==> config.mk <==
export PLATFORM = sky130hd
export DESIGN_NAME = sync_output_ctrl_status
export DESIGN_NICKNAME = d
export VERILOG_FILES = /design/src/design/sync_ctrl_pkg.sv /design/src/design/sync_monitor.sv /design/src/design/sync_output_ctrl_status.sv
export SDC_FILE = /design/constraint.sdc
export NUM_CORES = 2
export LEC_CHECK = 0
export BUFFER_PORTS_ARGS = -buffer_cell sky130_fd_sc_hd__buf_2
export CAP_MARGIN = 10
export CORE_ASPECT_RATIO = 0.8
export CORE_MARGIN = 5
export CORE_UTILIZATION = 55
export CTS_BUF_LIST = sky130_fd_sc_hd__clkbuf_4
export DETAILED_ROUTE_END_ITERATION = 10
export GPL_TIMING_DRIVEN = 0
export PLACE_DENSITY_LB_ADDON = 0.3
export SLEW_MARGIN = 20
export SYNTH_ARGS = -nofsm -noshare
export SYNTH_HDL_FRONTEND = slang
export SYNTH_SLANG_ARGS = --single-unit
export TNS_END_PERCENT = 5
==> constraint.sdc <==
create_clock -name clock_i -period 54.3 [get_ports clock_i]
set_input_delay 10.86 -clock clock_i [delete_from_list [all_inputs] [get_ports clock_i]]
set_output_delay 10.86 -clock clock_i [all_outputs]
set_load 0.02 [all_outputs]
==> src/design/sync_ctrl_pkg.sv <==
package sync_ctrl_pkg;
  // ****************************************************
  // register map
  // ****************************************************
  localparam logic [7:0] addr_ctrl = 8'h20;
  localparam logic [7:0] addr_cfg_a = 8'h21;
  localparam logic [7:0] addr_cfg_b = 8'h22;
  localparam logic [7:0] addr_window = 8'h23;
  localparam logic [7:0] addr_activity = 8'h24;
  localparam logic [7:0] addr_polarity = 8'h25;
  localparam int addr_lsb = 2;
  localparam int addr_w = 8;
  // ****************************************************
  // control fields and reset values
  // ****************************************************
  localparam int bit_all_hiz = 5;
  localparam int bit_green_hiz = 4;
  localparam int bit_field_pol = 3;
  localparam int bit_pll_filt = 2;
  localparam int bit_sp_regen = 1;
  localparam logic [7:0] ctrl_reset = 8'h08;
  localparam logic [7:0] cfg_a_reset = 8'h00;
  localparam logic [7:0] cfg_b_reset = 8'h00;
  localparam logic [7:0] window_reset = 8'h0a;
  localparam logic [31:0] unmapped_data = 32'h0000_0000;
  // ****************************************************
  // monitored inputs: index equals activity status bit; polarity packs bits 7:4, then ext and clamp
  // ****************************************************
  localparam int mon_n = 8;
  localparam int mon_line_a = 7;
  localparam int mon_line_b = 6;
  localparam int mon_frame_a = 5;
  localparam int mon_frame_b = 4;
  localparam int mon_green_a = 3;
  localparam int mon_green_b = 2;
  localparam int mon_ext = 1;
  localparam int mon_clamp = 0;
  // ****************************************************
  // timing
  // ****************************************************
  localparam int clk_period_ns = 100;
  localparam int window_step_ns = 25;
  localparam int idle_timeout_ms = 100;
  localparam int idle_timeout_cyc = idle_timeout_ms * 1000000 / clk_period_ns;
  localparam int cnt_w = 21;
  typedef enum logic [1:0] {
    bus_idle = 2'b00,
    bus_ack = 2'b01
  } bus_state_e;
endpackage

==> src/design/sync_monitor.sv <==
`timescale 1ns/1ps
`default_nettype none
// ****************************************************
// activity and polarity monitor for one input
// ****************************************************
module sync_monitor
  import sync_ctrl_pkg::*;
#(
  parameter int timeout_cyc = idle_timeout_cyc
) (
  input wire logic clock_i,
  input wire logic rst_i,
  input wire logic sync_i,
  output logic active_o,
  output logic polarity_o
);
  typedef struct packed {
    logic s1;
    logic s2;
    logic s3;
    logic [1:0] fill;
    logic [cnt_w-1:0] idle;
    logic [cnt_w-1:0] hi_cnt;
    logic [cnt_w-1:0] lo_cnt;
    logic active;
    logic polarity;
  } mon_s;
  mon_s r, next_r;
  always_comb begin
    next_r = r;
    next_r.s1 = sync_i;
    next_r.s2 = r.s1;
    next_r.s3 = r.s2;
    if (!(&r.fill)) begin
      // synchroniser still filling after reset: its reset level is not an edge
      next_r.fill = r.fill + 2'b01;
    end else if (r.s2 != r.s3) begin
      next_r.idle = '0;
      next_r.active = 1'b1;
      // shorter phase is the pulse: pulse high means positive polarity
      if (r.s2 == 1'b0) begin
        next_r.polarity = (r.hi_cnt < r.lo_cnt);
        next_r.lo_cnt = '0;
      end else begin
        next_r.hi_cnt = '0;
      end
    end else begin
      if (r.idle >= cnt_w'(timeout_cyc - 1)) begin
        next_r.active = 1'b0;
      end else begin
        next_r.idle = r.idle + 1'b1;
      end
      if (r.s2 && r.hi_cnt != '1) next_r.hi_cnt = r.hi_cnt + 1'b1;
      if (!r.s2 && r.lo_cnt != '1) next_r.lo_cnt = r.lo_cnt + 1'b1;
    end
  end
  always_ff @(posedge clock_i or posedge rst_i) begin
    if (rst_i) begin
      r <= '0;
    end else begin
      r <= next_r;
    end
  end
  assign active_o = r.active;
  assign polarity_o = r.polarity;
endmodule
`default_nettype wire

==> src/design/sync_output_ctrl_status.sv <==
`timescale 1ns/1ps
`default_nettype none
module sync_output_ctrl_status
  import sync_ctrl_pkg::*;
#(
  parameter int timeout_cyc = idle_timeout_cyc
) (
  input wire logic clock_i,
  input wire logic rst_i,
  input wire logic [addr_w-1:0] avs_address_i,
  input wire logic avs_read_i,
  input wire logic avs_write_i,
  input wire logic [31:0] avs_writedata_i,
  input wire logic [3:0] avs_byteenable_i,
  output logic [31:0] avs_readdata_o,
  output logic avs_waitrequest_o,
  input wire logic line_sync_in_a_i,
  input wire logic line_sync_in_b_i,
  input wire logic frame_sync_in_a_i,
  input wire logic frame_sync_in_b_i,
  input wire logic green_sync_in_a_i,
  input wire logic green_sync_in_b_i,
  input wire logic ext_clock_or_freeze_pin_i,
  input wire logic clamp_in_i,
  input wire logic line_sel_b_i,
  input wire logic regen_line_sync_i,
  input wire logic field_even_i,
  output logic field_out_o,
  output logic field_out_oe_n_o,
  output logic data_out_oe_n_o,
  output logic green_sync_slicer_out_o,
  output logic green_sync_slicer_out_oe_n_o,
  output logic pll_ref_o,
  output logic sp_sync_o
);
  // ****************************************************
  // pin synchronisers and monitors
  // ****************************************************
  logic [mon_n-1:0] pins;
  logic [mon_n-1:0] act;
  logic [mon_n-1:0] pol;
  assign pins[mon_line_a] = line_sync_in_a_i;
  assign pins[mon_line_b] = line_sync_in_b_i;
  assign pins[mon_frame_a] = frame_sync_in_a_i;
  assign pins[mon_frame_b] = frame_sync_in_b_i;
  assign pins[mon_green_a] = green_sync_in_a_i;
  assign pins[mon_green_b] = green_sync_in_b_i;
  assign pins[mon_ext] = ext_clock_or_freeze_pin_i;
  assign pins[mon_clamp] = clamp_in_i;
  for (genvar g = 0; g < mon_n; g++) begin : g_mon
    sync_monitor #(
      .timeout_cyc(timeout_cyc)
    ) u_mon (
      .clock_i(clock_i),
      .rst_i(rst_i),
      .sync_i(pins[g]),
      .active_o(act[g]),
      .polarity_o(pol[g])
    );
  end
  function automatic logic hit(input logic [addr_w-1:0] a, input logic [7:0] off);
    hit = (a == addr_w'({off, 2'b00}));
  endfunction
  // ****************************************************
  // state
  // ****************************************************
  typedef struct packed {
    bus_state_e bus;
    logic wreq;
    logic [31:0] rdata;
    logic [7:0] ctrl;
    logic [7:0] cfg_a;
    logic [7:0] cfg_b;
    logic [7:0] window;
    logic [1:0] line_a_s;
    logic [1:0] line_b_s;
    logic line_prev;
    logic [1:0] regen_s;
    logic [1:0] even_s;
    logic [7:0] win_cnt;
    logic win_open;
    logic win_run;
    logic filt;
    logic field;
    logic field_oe_n;
    logic data_oe_n;
    logic green_out;
    logic green_oe_n;
    logic pll_ref;
    logic sp_sync;
  } top_s;
  top_s r, next_r;
  logic raw_line;
  logic regen_edge;
  logic [7:0] win_half;
  always_comb begin
    next_r = r;
    raw_line = line_sel_b_i ? r.line_b_s[1] : r.line_a_s[1];
    regen_edge = r.regen_s[1];
    // a filter step is a quarter of a clock here, so win_half rounds the window up to whole cycles
    win_half = 8'((int'(r.window) * window_step_ns + clk_period_ns - 1) / clk_period_ns);
    // bus slave: one wait cycle, then answer
    case (r.bus)
      bus_idle: begin
        if (avs_read_i || avs_write_i) begin
          next_r.bus = bus_ack;
          next_r.wreq = 1'b0;
          next_r.rdata = unmapped_data;
          if (avs_write_i && avs_byteenable_i[0]) begin
            if (hit(avs_address_i, addr_ctrl)) next_r.ctrl = avs_writedata_i[7:0];
            if (hit(avs_address_i, addr_cfg_a)) next_r.cfg_a = avs_writedata_i[7:0];
            if (hit(avs_address_i, addr_cfg_b)) next_r.cfg_b = avs_writedata_i[7:0];
            if (hit(avs_address_i, addr_window)) next_r.window = avs_writedata_i[7:0];
          end
          if (avs_read_i) begin
            if (hit(avs_address_i, addr_ctrl)) next_r.rdata[7:0] = r.ctrl;
            if (hit(avs_address_i, addr_cfg_a)) next_r.rdata[7:0] = r.cfg_a;
            if (hit(avs_address_i, addr_cfg_b)) next_r.rdata[7:0] = r.cfg_b;
            if (hit(avs_address_i, addr_window)) next_r.rdata[7:0] = r.window;
            if (hit(avs_address_i, addr_activity)) next_r.rdata[7:0] = act;
            if (hit(avs_address_i, addr_polarity)) begin
              next_r.rdata[7:0] = {pol[mon_line_a], pol[mon_line_b], pol[mon_frame_a],
                pol[mon_frame_b], pol[mon_ext], pol[mon_clamp], 2'b00};
            end
          end
        end
      end
      bus_ack: begin
        next_r.bus = bus_idle;
        next_r.wreq = 1'b1;
      end
      default: begin
        next_r.bus = bus_idle;
        next_r.wreq = 1'b1;
      end
    endcase
    // sync filter: window is held open while regen is high and closes win_half + 1 cycles after it falls
    // both line pins are synchronised before the selector reads them
    next_r.line_a_s = {r.line_a_s[0], line_sync_in_a_i};
    next_r.line_b_s = {r.line_b_s[0], line_sync_in_b_i};
    next_r.line_prev = raw_line;
    next_r.regen_s = {r.regen_s[0], regen_line_sync_i};
    next_r.even_s = {r.even_s[0], field_even_i};
    if (regen_edge) begin
      next_r.win_run = 1'b1;
      next_r.win_open = 1'b1;
      next_r.win_cnt = '0;
    end else if (r.win_run) begin
      next_r.win_cnt = r.win_cnt + 8'h01;
      if (r.win_cnt >= win_half) begin
        next_r.win_open = 1'b0;
        next_r.win_run = 1'b0;
      end
    end
    // an aligned raw edge lands in the same cycle as the regenerated one
    if ((r.win_open || regen_edge) && (raw_line != r.line_prev)) next_r.filt = raw_line;
    next_r.pll_ref = r.ctrl[bit_pll_filt] ? r.filt : raw_line;
    next_r.sp_sync = r.ctrl[bit_sp_regen] ? regen_edge : raw_line;
    next_r.field = r.even_s[1] ~^ r.ctrl[bit_field_pol];
    next_r.data_oe_n = r.ctrl[bit_all_hiz];
    next_r.field_oe_n = r.ctrl[bit_all_hiz];
    next_r.green_out = raw_line;
    next_r.green_oe_n = r.ctrl[bit_green_hiz];
  end
  always_ff @(posedge clock_i or posedge rst_i) begin
    if (rst_i) begin
      r <= '0;
      r.bus <= bus_idle;
      r.wreq <= 1'b1;
      r.ctrl <= ctrl_reset;
      r.cfg_a <= cfg_a_reset;
      r.cfg_b <= cfg_b_reset;
      r.window <= window_reset;
    end else begin
      r <= next_r;
    end
  end
  assign avs_readdata_o = r.rdata;
  assign avs_waitrequest_o = r.wreq;
  assign field_out_o = r.field;
  assign field_out_oe_n_o = r.field_oe_n;
  assign data_out_oe_n_o = r.data_oe_n;
  assign green_sync_slicer_out_o = r.green_out;
  assign green_sync_slicer_out_oe_n_o = r.green_oe_n;
  assign pll_ref_o = r.pll_ref;
  assign sp_sync_o = r.sp_sync;
endmodule
`default_nettype wire

# Word level (Yosys, flattened, before mapping)
# Cells that the tools add are included.
[word_totals] ff_bits=626 out_inout_bits=40
[op_classes] add_sub_neg=35 n_mul=1 n_div=1 order_cmp=15 eq_ne=56 mux=76 n_bitwise=7 n_reduce_logical=107
[op_table] cell="21-bit two-way mux" n=40
[op_table] cell="64-bit two-way mux" n=8
[op_table] cell="21-bit by 1-bit adder with 21-bit output, second input constant" n=24
[op_table] cell="21-bit != test, second input constant" n=16
[op_table] cell="21-bit by 20-bit greater-or-equal comparator with 1-bit output, second input constant" n=8
[op_table] cell="21-bit less-than comparator" n=6
[op_table] cell="4-bit AND reduction" n=26
[op_table] cell="8-bit two-way mux" n=11
[op_table] cell="67-bit two-way mux" n=1
[op_table] cell="2-bit nonzero test" n=26
[op_table] cell="8-bit equality test, second input constant" n=6
[op_table] cell="3-bit AND reduction" n=16
[op_table] cell="32-bit by 8-bit divider with 32-bit output, second input constant" n=1
[op_table] cell="32-bit two-way mux" n=1
[op_table] cell="2-bit by 1-bit != test with 1-bit output, second input constant" n=16
[op_table] cell="10-bit two-way mux" n=2
[op_table] cell="2-bit AND reduction" n=10
[op_table] cell="1-bit logical AND" n=18
[op_table] cell="2-bit != test, second input constant" n=9
[op_table] cell="2-bit by 1-bit adder with 2-bit output, second input constant" n=8
[op_table] cell="14-bit by 1-bit subtractor with 15-bit output, second input constant" n=1
[op_table] cell="13-bit by 7-bit adder with 14-bit output, second input constant" n=1
[op_table] cell="8-bit by 5-bit multiplier with 13-bit output, second input constant" n=1
[op_table] cell="1-bit two-way mux" n=11
[op_table] cell="other kinds (10)" n=31

# Longest topological paths before layout
[depth] word_depth=10 mapped_depth=45

# Modules after synthesis
# Synthesis repeated with hierarchy kept, for this count alone.
[hier_totals] cells_unflattened=4789 area_unflattened_um2=40909.2
[by_module_without_submodules] module="sync_monitor" instances=8 cells_per_inst=519 area_per_inst_um2=4376.7 seq_area_each_um2=1751.7
[by_module_without_submodules] module="sync_output_ctrl_status" instances=1 cells_per_inst=637 area_per_inst_um2=5895.7 seq_area_each_um2=1681.6

# Least setup slack after synthesis
# No wires, ideal clock.
[synth_path] path_type="input to register" start="input avs_address_i[1]" end="register r[27] (netlist bit)" setup_time_ps=125 arrival_ps=12705 setup_slack_ps=41470 stages=7 path_buffers=2 path_cell_list="or4_1 > clkbuf_1 > nor2_1 > and3_1 > clkbuf_1 > nand2_1 > mux2_2"
[synth_between] elab_chain_cells=2
[synth_rtl] element="from (decl)" line_no="sync_output_ctrl_status.sv:10" text="input wire logic [addr_w-1:0] avs_address_i,"
[synth_rtl] element="8-bit equality test" line_no="sync_output_ctrl_status.sv:62" text="hit = (a == addr_w'({off, 2'b00}));"
[synth_rtl] element="4-bit AND reduction (no line)"
[synth_rtl] element="to (signal assigned)" line_no="sync_output_ctrl_status.sv:175" text="r <= next_r;"
[synth_rtl] element="to (decl)" line_no="sync_output_ctrl_status.sv:92" text="top_s r, next_r;"
# Every way passes these cells.
# A chain may end at the register's enable or synchronous reset.

# Worst setup path in the final report
[layout_path] start="input avs_address_i[0]" end="register r[33] (netlist bit)"
# The elaborated chain is that of the path after synthesis.

==> run metrics <==
Post-Place Setup Slack=40770 ps; ANT nets after route=0; worst-path fanout max=8; antenna violations before repair=4; Worst-Skew Late Latency=930 ps; hold buffer count at CTS=0; critical path's most frequent cell=clkbuf_1; die footprint=roughly 61000 sq um; htree depth=4; hpwl dp=roughly 45000 um; largest net degree at the start of global routing=94; TNS Setup=0 ps; post-synth cell types=99; # placed instances=4117; Post-Synth Adder-Cell Area=8.336%; total CTS buffers=139; Rows=between 70 and 80; Filler Cell Count=4675; 1st-iter DRT viols=1461; final worst slack=41610 ps; setup skew after layout=55.94 ps; Async SR Flop Fraction=100.0%; CP Cell Sequence=buf_2 -> nand2b_1 -> or4_1 -> clkbuf_1 -> nor2_1 -> and3_1 -> clkbuf_1 -> nand2_1 -> mux2_2; Tcrit/Tclk final=23.37%; Buf/Inv on CP=3; Syn Inst Count=approximately 3300; Post-CTS Setup Inserts=0; Final Hold Viols=0; CP arrival=13450 ps; io pins=99; number of flops mapped to enable cells by yosys=0; Power Dens Cells=27.51 nW/um^2; #FFs+latches synth=537; Die H=approximately 220 um; final non-filler cell total=4360; HP Class=register to register; Max Clock Freq=78.81 MHz; Yosys warning count=0; Rel. slew slack=27.85%; clock transition at the registers of the reported paths=about 60 ps; Max Cap Violations=0; RSZ-0062 raised after global routing=false; DR WL/cell=14.39 um; grt total ovfl=0; initial core utilization=55.52%; max-slew violation count=0; CP peak stage delay=roughly 460 ps; worst vdd ir=0.00001479 V; critical path type=primary input to register; Worst-Margin Slew=1082 ps; core area=55200 sq um; slowest cell on the critical path=or4_1; routability-driven placement congestion ratio=0.8782; ys flop type=dfrtp_1; TritonCTS clock tree=yes; all-layer global routing usage=21.02%; chip width=approximately 270 um; Compound-Gate Fraction of Synth Area=11.89%; clock root cell=clkbuf_4; status=finished, final reports clean; first-pass GRT wire length=109100 um; main combinational cell family by area after synthesis=simple AND/OR/NAND/NOR gates; xor and xnor area share after synthesis=a little under a tenth; DR pass1 iterations=7; syn_area_per_cell=9.313 sq um; Post-CTS Resized=0; drt via density=5.447; via count=23750; mux contribution to synthesized area=2.331%; Routed WL=62730 um; Post-Syn Area=30650 sq um; Post-route DRC=0; Synth Area in Simple Gates=20.28%; CTS Sinks=537; CP endpoint kind=register; vias in the first global route=23150; Setup-failing EPs final=0; crit start category=primary input; port buffer count=46; largest delay contributor family on the critical path=simple AND/OR/NAND/NOR gates; share of layout cells above drive strength 1=11.26%; # nets final=3768; part of the Yosys area used for sequential elements=43.86%; Area growth, synth to finish=10.90%; Clock Path Buffers=3; overall power=935.1 uW; Worst EP required=55060 ps; Final min period=12690 ps; leak pwr=15.49 nW
[metrics by stage]
stage                     util, %  cell area, sq um  hold WS, ps
after floorplan                 -             30740        331.2
after global placement      57.80             31910        332.0
after detailed placement    58.15             32100        335.6
after CTS                   61.54             33970        349.6
after global routing        61.58             33990        355.8
final                       61.58             33990        345.3
[per-layer routing]
| layer | up-vias | track usage [%] | part of all wire (%) |
|---|---|---|---|
| met5 | - | 0 | 0 |
| met4 | 0 | 7.613 | 2.2 |
| met3 | 98 | 3.639 | 4.2 |
| met2 | 457 | 30.73 | 43 |
| met1 | 11250 | 31.60 | 51 |
| li1 | 11950 | - | - |
[cells in the final DEF (no fill, tap or decap), types with 15 or more instances in the layout]
| cell type | instances |
|---|---|
| buf_2 | 52 |
| nor2b_1 | 23 |
| a21oi_1 | 113 |
| xor2_1 | 157 |
| clkbuf_4 | 199 |
| nand2b_1 | 20 |
| clkinv_1 | 23 |
| nor2_1 | 477 |
| nand2_1 | 252 |
| mux2_2 | 51 |
| and3_1 | 55 |
| dfrtp_1 | 533 |
| buf_4 | 34 |
| a21o_1 | 93 |
| inv_1 | 198 |
| a31oi_1 | 28 |
| o21ai_0 | 170 |
| xnor2_1 | 164 |
| o21a_1 | 18 |
| nand3_1 | 169 |
| clkbuf_1 | 50 |
| nand4_1 | 100 |
| nor4_1 | 19 |
| or3_1 | 59 |
| nor3_1 | 68 |
| conb_1 | 24 |
| ha_1 | 197 |
| and4_1 | 15 |
| and2_1 | 17 |
[flip-flops by register name, summed over array words and instances, names as in the netlist]
signal                        cells
avs_readdata_o                    8
avs_waitrequest_o                 1
data_out_oe_n_o                   1
field_out_o                       1
g_mon.u_mon.active_o              8
g_mon.u_mon.next_r               12
g_mon.u_mon.polarity_o            6
g_mon.u_mon.r                   444
green_sync_slicer_out_o           1
green_sync_slicer_out_oe_n_o      1
next_r                            6
pll_ref_o                         1
r                                46
sp_sync_o                         1
[synth_stat cells, types with 5 or more instances]
library cell	instances	area share (%)
o41ai_1	7	0.20
a21oi_1	113	1.8
mux2i_1	14	0.46
nand4_1	100	2.0
o21ai_1	8	0.13
a2111o_1	5	0.18
xnor2_1	164	4.7
nand3_1	169	2.8
buf_4	33	0.81
nor3b_1	12	0.29
ha_1	197	8.0
and4_1	15	0.43
a211oi_1	13	0.32
o21ai_0	170	2.8
a22o_1	6	0.17
o22ai_1	6	0.12
a222oi_1	6	0.20
o211ai_1	10	0.24
nor2b_1	23	0.47
a21o_1	93	2.3
mux2_2	51	1.9
nor3_1	69	1.1
and3_1	55	1.1
dfrtp_1	533	44
a31oi_1	28	0.57
o21a_1	18	0.44
o211a_1	6	0.20
xor2_1	157	4.5
nor2_1	477	5.8
inv_1	199	2.4
nor4_1	19	0.39
or3_1	59	1.2
buf_1	6	0.073
buf_2	6	0.098
nand2b_1	20	0.41
clkbuf_1	50	0.61
nand2_1	252	3.1
and2_1	17	0.35
[worst paths after layout]
path / from / slack (ps) / to / cells after the start
setup / recovery: avs_address_i[0] / 41610 / r[33] / 9
hold / removal: g_mon[3].u_mon.next_r[68] / 350 / g_mon[3].u_mon.next_r[67] / 0
setup reg to reg: r[30] / 44640 / r[9] / 45
hold reg to reg: g_mon[3].u_mon.next_r[68] / 350 / g_mon[3].u_mon.next_r[67] / 0
max in group asynchronous: rst_i / 42780 / avs_waitrequest_o / 5
min in group asynchronous: rst_i / 9950 / g_mon[5].u_mon.r[9] / 2
[cell type report]
| type | instances | area, sq um | area share, % |
|---|---|---|---|
| Inverter | 201 | 764.5 | 2.249 |
| Tap cell | 750 | 938.4 | 2.761 |
| Sequential cell | 537 | 13440 | 39.55 |
| Clock inverter | 40 | 376.6 | 1.108 |
| Timing Repair Buffer | 53 | 402.9 | 1.185 |
| Multi-Input combinational cell | 2481 | 16080 | 47.29 |
| Antenna cell | 4 | 10.01 | 0.02945 |
| Buffer | 95 | 488.0 | 1.436 |
| Clock buffer | 199 | 1494 | 4.395 |
[kinds of logic after synthesis]
group / after synthesis
AOI/OAI and AO/OA: 553
xor gates and xnor gates: 322
adders and majority gates: 202
buffers and inverters: 296
DFF: 537
muxes: 65
other: 1
and+or+nand+nor: 1315
[report_power, final]
group	internal (mW)	leakage [nW]	switching (mW)	total, mW
logic	0.0639	7.18	0.0721	0.136
registers	0.414	7.21	0.0141	0.428
clock network	0.206	1.10	0.165	0.371
Note: power is estimated with default switching activity, not from simulation.
